`src/logic/osr_pkg.sv`:
```
// Package of constants for the operation status register set
package osr_pkg;

    localparam int OSR_WIDTH = 16;
    localparam int OSR_ADDR_W = 4;

    // Register select codes on the command port
    localparam logic [3:0] OSR_SEL_OP_EVENT = 4'h0;
    localparam logic [3:0] OSR_SEL_OP_COND = 4'h1;
    localparam logic [3:0] OSR_SEL_OP_ENABLE = 4'h2;
    localparam logic [3:0] OSR_SEL_OP_RISE = 4'h3;
    localparam logic [3:0] OSR_SEL_OP_FALL = 4'h4;
    localparam logic [3:0] OSR_SEL_AP_EVENT = 4'h5;
    localparam logic [3:0] OSR_SEL_AP_COND = 4'h6;
    localparam logic [3:0] OSR_SEL_AP_ENABLE = 4'h7;
    localparam logic [3:0] OSR_SEL_AP_RISE = 4'h8;
    localparam logic [3:0] OSR_SEL_AP_FALL = 4'h9;

    // Condition bit positions of the operation set
    localparam int OSR_BIT_CAL = 0;
    localparam int OSR_BIT_SWEEP = 3;
    localparam int OSR_BIT_TRIG = 5;
    localparam int OSR_BIT_SYST = 12;
    localparam int OSR_BIT_INST = 13;
    localparam int OSR_BIT_SCRIPT = 14;

    // Writable range is 0 to 32767
    localparam logic [15:0] OSR_WRITE_MASK = 16'h7FFF;

    // Reset values
    localparam logic [15:0] OSR_RST_ENABLE = 16'h0000;
    localparam logic [15:0] OSR_RST_RISE = 16'h7FFF;
    localparam logic [15:0] OSR_RST_FALL = 16'h0000;
    localparam logic [15:0] OSR_RST_ZERO = 16'h0000;

endpackage

```
`src/logic/osr_set_if.sv`:
```
// Interface between the top control and one status register set
`timescale 1ns/100ps
interface osr_set_if;
    logic [15:0] cond;
    logic [15:0] wdata;
    logic wr_enable;
    logic wr_rise;
    logic wr_fall;
    logic clr_event;
    logic [15:0] event_q;
    logic [15:0] enable_q;
    logic [15:0] rise_q;
    logic [15:0] fall_q;
    logic summary;

    modport ctrl (
        output cond, wdata, wr_enable, wr_rise, wr_fall, clr_event,
        input event_q, enable_q, rise_q, fall_q, summary
    );
    modport set (
        input cond, wdata, wr_enable, wr_rise, wr_fall, clr_event,
        output event_q, enable_q, rise_q, fall_q, summary
    );
endinterface // osr_set_if

```
`src/logic/osr_status_set.sv`:
```
// One status register set: filters, event latch, enable mask, summary
`timescale 1ns/100ps
module osr_status_set
    import osr_pkg::*;
(
    input wire logic clk,
    input wire logic rst,
    osr_set_if.set s
);
    logic [15:0] prev_q;
    logic [15:0] hit;

    always_ff @(posedge clk) begin
        if (rst) begin
            prev_q <= OSR_RST_ZERO;
        end else begin
            prev_q <= s.cond;
        end
    end

    assign hit = (s.cond & ~prev_q & s.rise_q) // RULE3
               | (~s.cond & prev_q & s.fall_q); // RULE4

    // Set wins over the clear from a read
    always_ff @(posedge clk) begin
        if (rst) begin
            s.event_q <= OSR_RST_ZERO;
        end else if (s.clr_event) begin
            s.event_q <= hit;
        end else begin
            s.event_q <= s.event_q | hit; // RULE14
        end
    end

    always_ff @(posedge clk) begin
        if (rst) begin
            s.enable_q <= OSR_RST_ENABLE;
            s.rise_q <= OSR_RST_RISE;
            s.fall_q <= OSR_RST_FALL;
        end else begin
            if (s.wr_enable) begin
                s.enable_q <= s.wdata & OSR_WRITE_MASK; // RULE2
            end
            if (s.wr_rise) begin
                s.rise_q <= s.wdata & OSR_WRITE_MASK;
            end
            if (s.wr_fall) begin
                s.fall_q <= s.wdata & OSR_WRITE_MASK;
            end
        end
    end

    assign s.summary = |(s.event_q & s.enable_q);
endmodule // osr_status_set

```
`src/logic/osr_top.sv`:
```
// Operation status register set with nested apparatus set
`timescale 1ns/100ps

////////////////////////////////////////////////////////////////////////////////
// Contract
// [RULE1] Enabled operation event bit going true raises the operation summary.
// [RULE2] All mask and status registers are 16 bits; writes span 0 to 32767.
// [RULE3] Rise filter bit set: condition 0 to 1 sets the event bit.
// [RULE4] Fall filter bit set: condition 1 to 0 sets the event bit.
// [RULE5] Operation enable, rise and fall filters read back unchanged.
// [RULE6] Operation condition bits: 0 cal, 3 sweep, 5 trig, 12 sys, 13 inst, 14 script.
// [RULE7] Script bit is true exactly while a script runs.
// [RULE8] Reading the apparatus event register returns it and clears it.
// [RULE9] Reading the apparatus condition register returns it and then clears it; the code reloads bits still true at once.
// [RULE10] Apparatus enable mask gates its events into the apparatus summary bit.
// [RULE11] Apparatus rise, fall and enable registers read back unchanged.
// [RULE12] Reading the operation event register returns it and clears it.
// [RULE13] Reading the operation condition register is non-destructive and live.
// [RULE14] Conditions sampled every clock; event bits stay set until read.
module osr_top
    import osr_pkg::*;
(
    input wire logic MCLK,
    input wire logic RESET,
    input wire logic CALIBRATING_FLAG,
    input wire logic SWEEPING_FLAG,
    input wire logic TRIGGER_SUMMARY_FLAG,
    input wire logic SYSTEM_SUMMARY_FLAG,
    input wire logic SCRIPT_ACTIVE_FLAG,
    input wire logic [15:0] APPARATUS_COND,
    input wire logic [3:0] REG_SEL,
    input wire logic REG_WR,
    input wire logic REG_RD,
    input wire logic [15:0] REG_WDATA,
    output logic [15:0] REG_RDATA,
    output logic REG_RVALID,
    output logic OPER_SUMMARY,
    output logic APPARATUS_SUMMARY
);

    ////////////////////////////////////////////////////////////////////////////
    // Pin synchronisers
    logic [20:0] pin_s1_q;
    logic [20:0] pin_s2_q;
    logic [20:0] pin_raw;

    assign pin_raw = {SCRIPT_ACTIVE_FLAG, SYSTEM_SUMMARY_FLAG, TRIGGER_SUMMARY_FLAG,
                      SWEEPING_FLAG, CALIBRATING_FLAG, APPARATUS_COND};

    // Every clock samples the condition inputs
    always_ff @(posedge MCLK) begin
        if (RESET) begin
            pin_s1_q <= 21'h000000;
            pin_s2_q <= 21'h000000;
        end else begin
            pin_s1_q <= pin_raw; // RULE14
            pin_s2_q <= pin_s1_q;
        end
    end

    logic [15:0] ap_live;
    logic cal_s;
    logic sweep_s;
    logic trig_s;
    logic syst_s;
    logic script_s;

    assign ap_live = pin_s2_q[15:0];
    assign cal_s = pin_s2_q[16];
    assign sweep_s = pin_s2_q[17];
    assign trig_s = pin_s2_q[18];
    assign syst_s = pin_s2_q[19];
    assign script_s = pin_s2_q[20];

    ////////////////////////////////////////////////////////////////////////////
    // Register sets
    osr_set_if op_if ();
    osr_set_if ap_if ();

    osr_status_set u_op_set (
        .clk(MCLK),
        .rst(RESET),
        .s(op_if.set)
    );

    osr_status_set u_ap_set (
        .clk(MCLK),
        .rst(RESET),
        .s(ap_if.set)
    );

    logic rd_op_event;
    logic rd_ap_event;
    logic rd_ap_cond;

    assign rd_op_event = REG_RD && (REG_SEL == OSR_SEL_OP_EVENT);
    assign rd_ap_event = REG_RD && (REG_SEL == OSR_SEL_AP_EVENT);
    assign rd_ap_cond = REG_RD && (REG_SEL == OSR_SEL_AP_COND);

    always_comb begin
        op_if.cond = 16'h0000;
        op_if.cond[OSR_BIT_CAL] = cal_s; // RULE6
        op_if.cond[OSR_BIT_SWEEP] = sweep_s; // RULE6
        op_if.cond[OSR_BIT_TRIG] = trig_s; // RULE6
        op_if.cond[OSR_BIT_SYST] = syst_s; // RULE6
        op_if.cond[OSR_BIT_INST] = ap_if.summary; // RULE10
        op_if.cond[OSR_BIT_SCRIPT] = script_s; // RULE7
    end

    assign ap_if.cond = ap_live;
    assign op_if.wdata = REG_WDATA;
    assign ap_if.wdata = REG_WDATA;
    assign op_if.wr_enable = REG_WR && (REG_SEL == OSR_SEL_OP_ENABLE);
    assign op_if.wr_rise = REG_WR && (REG_SEL == OSR_SEL_OP_RISE);
    assign op_if.wr_fall = REG_WR && (REG_SEL == OSR_SEL_OP_FALL);
    assign ap_if.wr_enable = REG_WR && (REG_SEL == OSR_SEL_AP_ENABLE);
    assign ap_if.wr_rise = REG_WR && (REG_SEL == OSR_SEL_AP_RISE);
    assign ap_if.wr_fall = REG_WR && (REG_SEL == OSR_SEL_AP_FALL);
    assign op_if.clr_event = rd_op_event; // RULE12
    assign ap_if.clr_event = rd_ap_event; // RULE8

    ////////////////////////////////////////////////////////////////////////////
    // Apparatus condition register, cleared by its read
    logic [15:0] ap_cond_q;

    // A bit still true after the read is loaded again at once
    always_ff @(posedge MCLK) begin
        if (RESET) begin
            ap_cond_q <= OSR_RST_ZERO;
        end else if (rd_ap_cond) begin
            ap_cond_q <= ap_live; // RULE9
        end else begin
            ap_cond_q <= ap_cond_q | ap_live;
        end
    end

    ////////////////////////////////////////////////////////////////////////////
    // Read port
    always_ff @(posedge MCLK) begin
        if (RESET) begin
            REG_RDATA <= OSR_RST_ZERO;
        end else if (REG_RD) begin
            if (REG_SEL == OSR_SEL_OP_EVENT) begin
                REG_RDATA <= op_if.event_q; // RULE12
            end else if (REG_SEL == OSR_SEL_OP_COND) begin
                REG_RDATA <= op_if.cond; // RULE13
            end else if (REG_SEL == OSR_SEL_OP_ENABLE) begin
                REG_RDATA <= op_if.enable_q; // RULE5
            end else if (REG_SEL == OSR_SEL_OP_RISE) begin
                REG_RDATA <= op_if.rise_q; // RULE5
            end else if (REG_SEL == OSR_SEL_OP_FALL) begin
                REG_RDATA <= op_if.fall_q; // RULE5
            end else if (REG_SEL == OSR_SEL_AP_EVENT) begin
                REG_RDATA <= ap_if.event_q; // RULE8
            end else if (REG_SEL == OSR_SEL_AP_COND) begin
                REG_RDATA <= ap_cond_q; // RULE9
            end else if (REG_SEL == OSR_SEL_AP_ENABLE) begin
                REG_RDATA <= ap_if.enable_q; // RULE11
            end else if (REG_SEL == OSR_SEL_AP_RISE) begin
                REG_RDATA <= ap_if.rise_q; // RULE11
            end else if (REG_SEL == OSR_SEL_AP_FALL) begin
                REG_RDATA <= ap_if.fall_q; // RULE11
            end else begin
                REG_RDATA <= OSR_RST_ZERO;
            end
        end
    end

    always_ff @(posedge MCLK) begin
        if (RESET) begin
            REG_RVALID <= 1'b0;
        end else begin
            REG_RVALID <= REG_RD;
        end
    end

    assign OPER_SUMMARY = op_if.summary; // RULE1
    assign APPARATUS_SUMMARY = ap_if.summary; // RULE10

    ////////////////////////////////////////////////////////////////////////////
    // Checking helpers
    logic [15:0] op_prev_q;
    logic [15:0] ap_prev_q;
    logic [15:0] op_rise_hit;
    logic [15:0] ap_fall_hit;
    logic [15:0] op_hit;
    logic [15:0] ap_hit;

    always_ff @(posedge MCLK) begin
        if (RESET) begin
            op_prev_q <= OSR_RST_ZERO;
            ap_prev_q <= OSR_RST_ZERO;
        end else begin
            op_prev_q <= op_if.cond;
            ap_prev_q <= ap_if.cond;
        end
    end

    assign op_rise_hit = op_if.cond & ~op_prev_q & op_if.rise_q;
    assign ap_fall_hit = ~ap_if.cond & ap_prev_q & ap_if.fall_q;
    assign op_hit = op_rise_hit | (~op_if.cond & op_prev_q & op_if.fall_q);
    assign ap_hit = ap_fall_hit | (ap_if.cond & ~ap_prev_q & ap_if.rise_q);

    ////////////////////////////////////////////////////////////////////////////
    // Assertions
    property p_op_summary;
        @(posedge MCLK) disable iff (RESET)
        ((op_if.event_q & op_if.enable_q) != 16'h0000) |-> OPER_SUMMARY;
    endproperty
    a_op_summary: assert property (p_op_summary) // RULE1
        else $error("operation summary low with an enabled event");

    property p_write_range;
        @(posedge MCLK) disable iff (RESET)
        (REG_WR && REG_SEL == OSR_SEL_OP_ENABLE) |=>
            (op_if.enable_q == ($past(REG_WDATA) & OSR_WRITE_MASK));
    endproperty
    a_write_range: assert property (p_write_range) // RULE2
        else $error("enable mask write not stored within range");

    property p_rise_event;
        @(posedge MCLK) disable iff (RESET)
        (op_rise_hit != 16'h0000) |=>
            ((op_if.event_q & $past(op_rise_hit)) == $past(op_rise_hit));
    endproperty
    a_rise_event: assert property (p_rise_event) // RULE3
        else $error("rising condition did not set event bit");

    property p_fall_event;
        @(posedge MCLK) disable iff (RESET)
        (ap_fall_hit != 16'h0000) |=>
            ((ap_if.event_q & $past(ap_fall_hit)) == $past(ap_fall_hit));
    endproperty
    a_fall_event: assert property (p_fall_event) // RULE4
        else $error("falling condition did not set event bit");

    property p_op_rise_read;
        @(posedge MCLK) disable iff (RESET)
        (REG_RD && REG_SEL == OSR_SEL_OP_RISE) |=>
            (REG_RVALID && REG_RDATA == $past(op_if.rise_q));
    endproperty
    a_op_rise_read: assert property (p_op_rise_read) // RULE5
        else $error("operation rise filter readback wrong");

    property p_script_bit;
        @(posedge MCLK) disable iff (RESET)
        $rose(pin_s2_q[20]) |-> op_if.cond[OSR_BIT_SCRIPT] ##1
            (op_if.cond[OSR_BIT_SCRIPT] == pin_s2_q[20]);
    endproperty
    a_script_bit: assert property (p_script_bit) // RULE7
        else $error("script bit does not follow script activity");

    property p_ap_event_read;
        @(posedge MCLK) disable iff (RESET)
        rd_ap_event |=> (REG_RDATA == $past(ap_if.event_q))
            && (ap_if.event_q == $past(ap_hit));
    endproperty
    a_ap_event_read: assert property (p_ap_event_read) // RULE8
        else $error("apparatus event read did not return and clear");

    property p_ap_cond_read;
        @(posedge MCLK) disable iff (RESET)
        rd_ap_cond |=> (REG_RDATA == $past(ap_cond_q))
            && (ap_cond_q == $past(ap_live));
    endproperty
    a_ap_cond_read: assert property (p_ap_cond_read) // RULE9
        else $error("apparatus condition read did not return and clear");

    property p_ap_summary;
        @(posedge MCLK) disable iff (RESET)
        ((ap_if.event_q & ap_if.enable_q) != 16'h0000) |->
            (APPARATUS_SUMMARY && op_if.cond[OSR_BIT_INST]);
    endproperty
    a_ap_summary: assert property (p_ap_summary) // RULE10
        else $error("apparatus summary not reaching operation bit 13");

    property p_ap_fall_read;
        @(posedge MCLK) disable iff (RESET)
        (REG_RD && REG_SEL == OSR_SEL_AP_FALL) |=>
            (REG_RDATA == $past(ap_if.fall_q));
    endproperty
    a_ap_fall_read: assert property (p_ap_fall_read) // RULE11
        else $error("apparatus fall filter readback wrong");

    property p_op_event_read;
        @(posedge MCLK) disable iff (RESET)
        rd_op_event |=> (REG_RDATA == $past(op_if.event_q))
            && (op_if.event_q == $past(op_hit));
    endproperty
    a_op_event_read: assert property (p_op_event_read) // RULE12
        else $error("operation event read did not return and clear");

    property p_op_cond_read;
        @(posedge MCLK) disable iff (RESET)
        (REG_RD && REG_SEL == OSR_SEL_OP_COND) |=>
            (REG_RDATA == $past(op_if.cond)) && $stable(op_if.enable_q)
            && ((op_if.event_q & $past(op_if.event_q)) == $past(op_if.event_q));
    endproperty
    a_op_cond_read: assert property (p_op_cond_read) // RULE13
        else $error("operation condition read was destructive");

    property p_event_hold;
        @(posedge MCLK) disable iff (RESET)
        !rd_op_event |=>
            ((op_if.event_q & $past(op_if.event_q)) == $past(op_if.event_q));
    endproperty
    a_event_hold: assert property (p_event_hold) // RULE14
        else $error("operation event bit dropped without a read");

    property p_cal_bit;
        @(posedge MCLK) disable iff (RESET)
        $rose(CALIBRATING_FLAG) |-> ##2 op_if.cond[OSR_BIT_CAL];
    endproperty
    a_cal_bit: assert property (p_cal_bit) // RULE6
        else $error("calibration bit not in position 0 two cycles after pin");

endmodule // osr_top

```
`config.mk`:
```
export PLATFORM = sky130hd
export DESIGN_NAME = osr_top
export DESIGN_NICKNAME = d
export VERILOG_FILES = /design/src/logic/osr_pkg.sv /design/src/logic/osr_set_if.sv /design/src/logic/osr_status_set.sv /design/src/logic/osr_top.sv
export SDC_FILE = /design/constraint.sdc
export NUM_CORES = 1
export LEC_CHECK = 0
export BUFFER_PORTS_ARGS = -buffer_cell sky130_fd_sc_hd__buf_2
export CAP_MARGIN = 20
export CORE_ASPECT_RATIO = 2
export CORE_MARGIN = 2
export CORE_UTILIZATION = 54
export DETAILED_ROUTE_END_ITERATION = 16
export MAX_ROUTING_LAYER = met4
export PLACE_DENSITY = 0.87
export RECOVER_POWER = 100
export SYNTH_ARGS = -nofsm -noshare
export SYNTH_HDL_FRONTEND = slang
export SYNTH_SLANG_ARGS = --single-unit
```
`constraint.sdc`:
```
create_clock -name MCLK -period 1.75 [get_ports MCLK]
set_clock_uncertainty 0.15 [all_clocks]
set_input_delay 0.35 -clock MCLK [delete_from_list [all_inputs] [get_ports MCLK]]
set_output_delay 0.35 -clock MCLK [all_outputs]
set_load 0.01 [all_outputs]
```
==> results.json, run 1 <==
{
  "status": "finished, violations left",
  "violations": "setup timing",
  "antenna_found_initial": 0,
  "critPathMaxFanout": 2,
  "cts_tree": "done",
  "synth_cell_types": 55,
  "num_vias": 7633,
  "drtPass1Iterations": 5,
  "grt_pass1_vias": 7304,
  "overflow": 0,
  "hp-class": "input pin to register",
  "nFillCells": 1220,
  "layout-drive-gt1-share": 0.177,
  "ys_seq_area_frac": 0.491,
  "fp.dieH_um": 181,
  "drcViolationCount": 0,
  "grt_start_max_net_pins": 115,
  "crit_path_start_kind": "register",
  "fmax_ghz": 0.425,
  "clock_latency_ns": 0.50,
  "fin_crit_sh": 1.34,
  "route.antenna.remaining_nets": 0,
  "synth_edf_count": 0,
  "ys.flop_type": "dfxtp_1",
  "via_per_inst": 5.95,
  "rsz0062_at_grt": "true",
  "vdd_drop_max_v": 0.000697,
  "placed_area_um2": 9340,
  "worstReg2RegStart": "u_ap_set.s.event_q[8]$_SDFF_PP0_",
  "regArea_um2": 4150,
  "design_area_um2": 10200,
  "drtIter0Drc": 644,
  "synth_area_um2": 8440,
  "nets": 1118,
  "critical_path_class": "register to output port",
  "multi_input_area_um2": 3930,
  "yosysWarnings": 0,
  "grt_pass1_wl_um": 36300,
  "hpwl_um": 15700,
  "fin_crit_ns": 2.35,
  "worstPathCellList": "a222oi_1 -> buf_4 -> nand3_4 -> nor3_4 -> inv_1 -> buf_2",
  "setup_ws_ns": -0.603,
  "numClockSinks": 207,
  "start_util": 0.552,
  "syn_inst": 963,
  "ff2ff_path_depth": 7,
  "clockBufferDepth": 3,
  "cts_root_buf": "clkbuf_16",
  "power_density_nw_per_um2": 982,
  "hold_viol_final": 0,
  "critPathCaptureType": "output port",
  "numCtsBuffers": 19,
  "antenna_cells": 0,
  "reg2reg_slack_ns": -0.14,
  "gp_congestion": 0.983,
  "cap_violations": 0,
  "wl_per_cell_um": 18.1,
  "synth_fp_nets": 1008,
  "finalPower_w": 0.0100,
  "critical_path_required_ns": 1.25,
  "syn_avg_cell_area_um2": 8.77,
  "crit_start": "u_ap_set.s.event_q[12]$_SDFF_PP0_",
  "io_buffers": 62,
  "grt_use_total": 0.279,
  "p_leak_nw": 4.05,
  "die_area_um2": 16700,
  "postRouteWirelength_um": 23200,
  "cpMaxStageDelayCell": "a222oi_1",
  "worst_pin_slew_ns": 0.791,
  "async_reset_ff_frac": 0,
  "num_rows": 64,
  "setup_viol": 175,
  "reg2reg_to": "u_op_set.s.event_q[13]$_SDFF_PP0_",
  "hold_depth": 3,
  "ctsHtreeMaxLevel": 1,
  "die_x_um": 92.4,
  "cts.clk_slew.worst_paths_ns": 0.07,
  "cpPeakStageDelay_ns": 0.39,
  "slew_headroom": 0.472,
  "syn_to_final_growth_pct": 21.1,
  "final_max_slew_viol_count": 0,
  "ys_seq_elements": 207,
  "endpoint": "APPARATUS_SUMMARY",
  "ios": 64,
  "arrival_ns": 1.85,
  "core_area_um2": 15300
}
## repair_timing
item / 4_1_cts / 5_1_grt
endpoints found under the hold margin: 29 / 0
resized for setup: 7 / 6
pin swaps: 2 / 5
setup buffers: 1 / 2
hold buffers: 23 / 0
endpoints found under the setup margin: 4 / 4
## placed cells by master (no fill, tap or decap), drive strengths merged, types with 17 or more instances in the layout
cell type    netlist  layout
a22oi             21      21
nand2            188     188
a21o              17      17
buf               40     117
nand3b            50      50
dlygate4sd3        0      23
nor2b             71      71
a21oi             74      74
clkbuf            29      44
dfxtp            207     207
o21ai             59      59
nor2              60      60
a221oi            17      17
## state kept, by name (all words and copies together) (netlist names)
register / cells
REG_RDATA: 16
REG_RVALID: 1
ap_cond_q: 16
pin_s1_q: 21
pin_s2_q: 21
u_ap_set.prev_q: 15
u_ap_set.s.enable_q: 15
u_ap_set.s.event_q: 15
u_ap_set.s.fall_q: 15
u_ap_set.s.rise_q: 15
u_op_set.prev_q: 6
u_op_set.s.enable_q: 15
u_op_set.s.event_q: 6
u_op_set.s.fall_q: 15
u_op_set.s.rise_q: 15
## area by class of cell
cell class              instances  share of cell area
repair buffers                158               0.119
multi-input cells             674               0.385
clock buffers                  26              0.0540
well taps                     198              0.0242
flip-flops and latches        207               0.406
inverters                      13             0.00477
clock inverters                 7             0.00722
## layer usage
layer	up-vias	GRT usage	routed length [µm]
met1	3569	0.304	8480
met4	0	0.174	1460
met2	397	0.478	11900
li1	3547	-	-
met5	-	-	0
met3	120	0.0300	1440
## cell usage after synthesis, types with 2 or more instances
master	n	area, µm²
a32oi_1	3	26.3
o2bb2ai_1	3	26.3
a221oi_1	16	140
a2111oi_2	8	120
a22oi_1	21	158
a31oi_1	7	43.8
o221ai_1	2	17.5
o21ai_1	18	90.1
mux2_2	13	146
o21ai_0	41	205
nand3_1	13	65.1
buf_6	5	56.3
dfxtp_1	207	4140
and3_1	8	50.1
and2b_1	2	15.0
a221o_1	3	30.0
a21oi_1	74	370
buf_4	8	60.1
clkbuf_1	28	105
nor2b_1	71	444
inv_2	3	11.3
mux2i_1	15	150
nand3b_1	50	375
a21o_1	17	128
nor3b_2	2	25.0
a211oi_1	9	67.6
o211ai_1	5	37.5
nand2b_1	2	12.5
buf_2	26	130
inv_1	10	37.5
nor2_1	59	221
o22ai_1	4	25.0
nand2_1	188	706
## critical path, delay by kind of cell (launching register included)
family          cells  cell delay [ns]
simple gates        2             0.24
buf+inv             3             0.39
compound gates      1             0.39
flops               1             0.32
## how the worst min path moves through the flow
stage                                        from                              endpoint  slack [ns]
after floorplan           pin_s2_q[15]$_SDFF_PP0_              ap_cond_q[15]$_SDFF_PP0_        0.26
after global placement    pin_s1_q[20]$_SDFF_PP0_               pin_s2_q[20]$_SDFF_PP0_        0.27
after detailed placement  pin_s1_q[18]$_SDFF_PP0_               pin_s2_q[18]$_SDFF_PP0_        0.27
after CTS                           REG_WDATA[10]  u_op_set.s.enable_q[10]$_SDFFE_PP0P_        0.01
after global routing                 REG_WDATA[6]     u_op_set.s.fall_q[6]$_SDFFE_PP0P_        0.01
final                               REG_WDATA[10]  u_op_set.s.enable_q[10]$_SDFFE_PP0P_        0.02
## report_power, final
group / internal [W] / switching, W
Sequential: 0.00487 / 0.000110
Combinational: 0.000397 / 0.000495
Clock: 0.00238 / 0.00179
## logic make-up (layout without fill, tap and decap cells)
| logic type | Yosys count | count (layout) | synth area share |
|---|---|---|---|
| AND/OR/NAND/NOR | 406 | 406 | 0.240 |
| flip-flops | 207 | 207 | 0.491 |
| multiplexers | 29 | 29 | 0.0364 |
| AO/OA/AOI/OAI | 239 | 239 | 0.185 |
| buffers and inverters | 82 | 204 | 0.0485 |
## metrics by stage
| step | TNS (ns) | worst slack (ns) | std cells | hold WS, ns | util |
|---|---|---|---|---|---|
| 6_report | -16.00 | -0.603 | 1283 | 0.0174 | 0.668 |
| 5_1_grt | -36.91 | -0.661 | 1283 | 0.0129 | 0.668 |
| 4_1_cts | -0.636 | -0.582 | 1281 | 0.0111 | 0.669 |
| 3_5_place_dp | -13.39 | -0.219 | 1224 | 0.270 | 0.610 |
| 3_3_place_gp | -10.63 | -0.173 | 1224 | 0.267 | 0.610 |
| 2_1_floorplan | 0 | 0.0140 | 963 | 0.263 | - |
Power figures use the tool's default switching activity.
==> run 2, diff against run 1 <==
Settings changed: RECOVER_POWER 100 to not set.
==> run 2 against run 1 <==
  * The run still ends with setup timing left
  * Via count is 0.20% lower
  * Sequential power is essentially flat
  * Die area unchanged
  * Core utilization grew 0.29 points
  * Highest routed layer unchanged
  * Global-route usage is the same
  * Sequential cell count stayed put
  * Largest cell class unchanged
  * Sequential share of layout area decreased by 0.17 points
  * Fmax down 0.36%
  * Register-to-register slack barely moved
  * Clock-buffer cell count unchanged
==> results.json, run 2 (synthesis results as in run 1) <==
{
  "hp-class": "input pin to register",
  "via_per_inst": 5.94,
  "io_buffers": 62,
  "route.antenna.remaining_nets": 0,
  "clock_latency_ns": 0.50,
  "setup_viol": 4,
  "status": "finished, violations left",
  "setup_ws_ns": -0.612,
  "hpwl_um": 15700,
  "final_core_util": 0.671,
  "nets": 1118,
  "cts_root_buf": "clkbuf_16",
  "power_density_nw_per_um2": 979,
  "fin_crit_ns": 2.36,
  "cts.clk_slew.worst_paths_ns": 0.07,
  "grt_pass1_vias": 7304,
  "drtPass1Iterations": 5,
  "num_rows": 64,
  "final_max_slew_viol_count": 0,
  "rsz0062_at_grt": "true",
  "grt_start_max_net_pins": 115,
  "cts_tree": "done",
  "drcViolationCount": 0,
  "critPathCaptureType": "output port",
  "die_area_um2": 16700,
  "grt-busiest-layer": "met2",
  "finalPower_w": 0.0100,
  "final_cells": 1283,
  "worst_pin_slew_ns": 0.785,
  "final_cell_mix": "202 x dfxtp_1, 188 x nand2_1, 74 x a21oi_1, 71 x nor2b_1, 61 x buf_2",
  "die_x_um": 92.4,
  "vdd_drop_max_v": 0.000697,
  "pre_cts_ws_ns": -0.219,
  "grt_util_met3": 0.0300,
  "hold_viol_final": 0,
  "critical_path_class": "register to output port",
  "p_leak_nw": 4.14,
  "grt_pass1_wl_um": 36300,
  "whs_ns": 0.0122,
  "layout-drive-gt1-share": 0.194,
  "slew_headroom": 0.476,
  "fin_crit_sh": 1.35,
  "fp.dieH_um": 181,
  "fmax_ghz": 0.423,
  "crit_path_start_kind": "register",
  "antenna_cells": 0,
  "start_util": 0.552,
  "arrival_ns": 1.86,
  "antenna_found_initial": 0,
  "layout_commonest_cell": "dfxtp_1",
  "postRouteWirelength_um": 23300,
  "grt_use_total": 0.279,
  "wl_per_cell_um": 18.1,
  "ios": 64,
  "place_inst": 1224,
  "core_area_um2": 15300,
  "numClockSinks": 207,
  "overflow": 0,
  "critical_path_required_ns": 1.25,
  "syn_to_final_growth_pct": 21.6,
  "cap_violations": 0,
  "clockBufferDepth": 3,
  "violations": "setup timing",
  "drtIter0Drc": 648,
  "gr-usage-met1": 0.304,
  "reg.largest.list": "pin_s1_q (21), pin_s2_q (21)",
  "critPathMaxFanout": 2,
  "grtUsageMet2": 0.478,
  "ctsHtreeMaxLevel": 1,
  "gp_congestion": 0.983,
  "num_vias": 7618,
  "numCtsBuffers": 19
}
run 2: cell count changes in the layout (fill, tap and decap cells not counted), sizes merged:
| cell | change |
|---|---|
| clkbuf | -18 |
| buf | +18 |
run 2: final timing paths:
path / startpoint / end / slack (ns) / depth (start not counted)
setup / recovery: u_ap_set.s.event_q[12]$_SDFF_PP0_ / APPARATUS_SUMMARY / -0.61 / 6
setup reg to reg: u_ap_set.s.event_q[12]$_SDFF_PP0_ / u_op_set.s.event_q[13]$_SDFF_PP0_ / -0.15 / 8
hold / removal: REG_WDATA[10] / u_op_set.s.enable_q[10]$_SDFFE_PP0P_ / 0.01 / 3
hold reg to reg: pin_s1_q[7]$_SDFF_PP0_ / pin_s2_q[7]$_SDFF_PP0_ / 0.28 / 1
run 2: layout make-up:
cell class | count | area, µm²
inverter | 13 | 48.8
multi-input combinational | 674 | 3930
timing repair buffer | 158 | 1260
clock inverter | 7 | 73.8
clock buffer | 26 | 552
fill | 1212 | 5030
tap | 198 | 248
sequential | 207 | 4150
run 2: per-stage QoR:
step                      instance area, µm²  TNS (ns)
after floorplan                         8440         0
after global placement                  9340    -10.63
after detailed placement                9340    -13.39
after CTS                              10200    -0.636
after global routing                   10300     -1.18
final                                  10300    -0.914
run 2: repair_timing:
item / 4_1_cts / 5_1_grt
endpoints found under the hold margin: 29 / 0
gates resized for setup: 7 / 6
pin swaps: 2 / 5
hold buffers: 23 / 0
buffers inserted: 1 / 2
endpoints found under the setup margin: 4 / 4
run 2: critical path, stage by stage, from the launching register on:
cell and delay [ns]:
dfxtp_2 0.33, a222oi_1 0.39, buf_4 0.20, nand3_4 0.06, nor3_4 0.19, inv_1 0.06, buf_2 0.13
run 2: where the power goes:
| part | switching [W] | total, W | internal (W) |
|---|---|---|---|
| Clock | 0.00179 | 0.00417 | 0.00238 |
| Sequential | 0.000110 | 0.00498 | 0.00487 |
| Combinational | 0.000496 | 0.000901 | 0.000406 |
run 2: metal layers:
layer	up-vias	wire length [µm]
met4	0	1370
met5	-	0
li1	3542	-
met1	3599	8490
met3	106	1470
met2	371	11900
==> run 3, diff against run 2 <==
Settings changed: ABC_AREA set to 1.
==> run 3 against run 2 <==
  * The flow still finishes with violations (setup timing)
  * Fmax increased by 15%
  * Non-clock buffer count down 17
  * Total power is 5.4% lower
  * Cell area down 4.0%
  * Critical path depth grew 1
  * Final cell count is 9.1% higher
  * Sequential share of layout area increased by 1.8 points
  * Largest cell class unchanged
==> results.json, run 3 <==
{
  "status": "finished, violations left",
  "violations": "setup timing",
  "critical_path_required_ns": 1.25,
  "reg2reg_slack_ns": 0.23,
  "drcViolationCount": 0,
  "design_area_um2": 9860,
  "synth_top_area_frac": 0.511,
  "synthSimpleGateAreaFrac": 0.232,
  "synth_top_family_by_area": "simple AND/OR/NAND/NOR gates",
  "setup_ws_ns": -0.305,
  "via_per_inst": 5.36,
  "rsz0062_at_grt": "true",
  "nets": 1239,
  "drtPass1Iterations": 9,
  "synth_cell_types": 27,
  "synth_mux_area_frac": 0,
  "synth_common_cells": "207 x dfxtp_1, 207 x nand2_1, 146 x a21oi_1, 130 x inv_1, 108 x nor2_1",
  "fmax_ghz": 0.487,
  "cts_tree": "done",
  "final_core_util": 0.669,
  "postRouteWirelength_um": 19900,
  "wl_per_cell_um": 14.2,
  "hold_depth": 3,
  "clock_latency_ns": 0.49,
  "critPathCaptureType": "output port",
  "io_buffers": 62,
  "power_density_nw_per_um2": 964,
  "cap_violations": 0,
  "clock_power_share": 0.397,
  "arrival_ns": 1.56,
  "final_max_slew_viol_count": 0,
  "synthAdderAreaFrac": 0,
  "ff2ff_path_depth": 11,
  "grtUsageMet2": 0.452,
  "placed_area_um2": 9010,
  "ys_seq_area_frac": 0.511,
  "hold_path_end": "u_ap_set.s.rise_q[7]$_SDFFE_PP1P_",
  "die_area_um2": 16100,
  "layout-drive-gt1-share": 0.154,
  "grt-busiest-layer": "met2",
  "hpwl_um": 13900,
  "worstReg2RegStart": "u_ap_set.s.event_q[9]$_SDFF_PP0_",
  "p_int_w": 0.00724,
  "numClockSinks": 207,
  "antenna_found_initial": 1,
  "synth_top_area_cell": "dfxtp_1",
  "gp_congestion": 0.890,
  "cts.clk_slew.worst_paths_ns": 0.07,
  "synth_compound_area_frac": 0.163,
  "syn_avg_cell_area_um2": 7.45,
  "synth_fp_nets": 1135,
  "setup_viol": 2,
  "combPwrFrac": 0.081,
  "p_leak_nw": 4.22,
  "start_util": 0.551,
  "vdd_drop_max_v": 0.000715,
  "ctsHtreeMaxLevel": 1,
  "fin_crit_ns": 2.06,
  "seq_power_share": 0.522,
  "syn_to_final_growth_pct": 21.5,
  "reg2reg_to": "u_op_set.s.event_q[13]$_SDFF_PP0_",
  "grt_pass1_vias": 7167,
  "ys.flop_type": "dfxtp_1",
  "route.antenna.remaining_nets": 0,
  "min_from": "REG_WDATA[7]",
  "ys_seq_elements": 207,
  "fin_crit_sh": 1.17,
  "grt_use_total": 0.250,
  "gr-usage-met1": 0.265,
  "synth_area_um2": 8120,
  "worst_pin_slew_ns": 0.390,
  "synth_xor_area_frac": 0,
  "crit_path_start_kind": "register",
  "ios": 64,
  "critical_path_class": "register to output port",
  "numCtsBuffers": 18,
  "p_sw_frac": 0.239,
  "grt_start_max_net_pins": 57,
  "layout_commonest_cell": "nand2_1",
  "num_rows": 63,
  "die_x_um": 90.7,
  "switchingPower_w": 0.00227,
  "num_vias": 7509,
  "syn_inst": 1090,
  "reg.largest.list": "pin_s1_q (21), pin_s2_q (21)",
  "hold_viol_final": 0,
  "grt_pass1_wl_um": 32500,
  "fp.dieH_um": 177,
  "cts_root_buf": "clkbuf_16",
  "overflow": 0,
  "async_reset_ff_frac": 0,
  "yosysWarnings": 0,
  "synth_edf_count": 0,
  "clockBufferDepth": 3,
  "hp-class": "input pin to register",
  "core_area_um2": 14700,
  "final_cell_mix": "200 x nand2_1, 194 x dfxtp_1, 145 x a21oi_1, 130 x inv_1, 106 x nor2_1",
  "grt_util_met3": 0.0285,
  "slew_headroom": 0.740,
  "critPathMaxFanout": 3,
  "synth_area_leaders": "dfxtp_1 51%, nand2_1 9.6%, a21oi_1 9.0%",
  "drtIter0Drc": 590
}
-- run 3: cell types whose count changed after synthesis, moves of 14 or more --
cell	before	now
inv_1	10	130
nand3_1	13	91
a21oi_1	74	146
nor2b_1	71	0
nand3b_1	50	1
nor2_1	59	108
nand2_1	188	207
a21o_1	17	0
a221oi_1	16	0
mux2i_1	15	0
o21ai_1	18	3
a22oi_1	21	7
nor3_1	1	15
-- run 3: stage by stage --
stage               setup TNS [ns]  hold slack [ns]  instances  power [W]  setup slack, ns
global placement           -0.0244            0.240       1345    0.00575          -0.0202
finish                      -0.434           0.0209       1400    0.00951           -0.305
detailed placement          -0.365            0.242       1345    0.00578          -0.0418
CTS                         -0.457           0.0107       1398    0.00954           -0.325
floorplan                        0            0.238       1090    0.00547           0.0862
global route                -0.501           0.0306       1400    0.00984           -0.345
-- run 3: power groups by stage --
| stage | Combinational, W | Clock [W] | Sequential [W] |
|---|---|---|---|
| after detailed placement | 0.000713 | 0 | 0.00506 |
| after floorplan | 0.000425 | 0 | 0.00505 |
| after global routing | 0.000858 | 0.00401 | 0.00497 |
| after CTS | 0.000760 | 0.00383 | 0.00496 |
| final | 0.000769 | 0.00378 | 0.00496 |
| after global placement | 0.000695 | 0 | 0.00506 |
-- run 3: how the worst max path moves through the flow --
stage                                                    start                                end  slack [ns]  depth (start not counted)
after global placement                              REG_SEL[1]         REG_RDATA[12]$_SDFFE_PP0P_       -0.02                         12
final                         u_ap_set.s.event_q[9]$_SDFF_PP0_                  APPARATUS_SUMMARY       -0.31                          7
after global routing      u_ap_set.s.enable_q[11]$_SDFFE_PP0P_                  APPARATUS_SUMMARY       -0.34                          7
after floorplan                                     REG_SEL[1]  u_op_set.s.event_q[14]$_SDFF_PP0_        0.09                          9
after CTS                  u_ap_set.s.enable_q[5]$_SDFFE_PP0P_                  APPARATUS_SUMMARY       -0.32                          6
after detailed placement                            REG_SEL[3]  u_op_set.s.event_q[14]$_SDFF_PP0_       -0.04                          9
-- run 3: repair_timing --
action,4_1_cts,5_1_grt
cloned,0,0
endpoints found under the hold margin,21,0
resized for setup,15,11
setup buffers,2,1
hold buffers,21,0
pin swaps,6,5
endpoints found under the setup margin,2,2
-- run 3: cell type report --
cell class                 instances  area [µm²]
tap                              195         244
clock inverter                     5        50.0
antenna                            1        2.50
timing repair buffer             141        1130
multi-input combinational        688        3240
fill                            1221        4880
inverter                         138         518
clock buffer                      25         507
sequential                       207        4160
-- run 3: cells by family (layout without fill, tap and decap cells) --
family                 Yosys count  in the layout
AO/OA/AOI/OAI                  243            243
flip-flops                     207            207
AND/OR/NAND/NOR                445            445
buffers and inverters          195            309
other                            0              1
-- run 3: worst max-delay path: stages, from the launching register on --
cell and delay [ns]:
dfxtp_2 0.33, nand2_1 0.09, nand2_2 0.07, nor2_4 0.11, nand4_1 0.14, nor2_4 0.15, inv_1 0.04, buf_2 0.13
-- run 3: metal layers --
layer  up-vias  wire, µm
li1       3751         -
met1      3399      7570
met2       286     10300
met3        73      1060
met4         0       955
met5         -         0
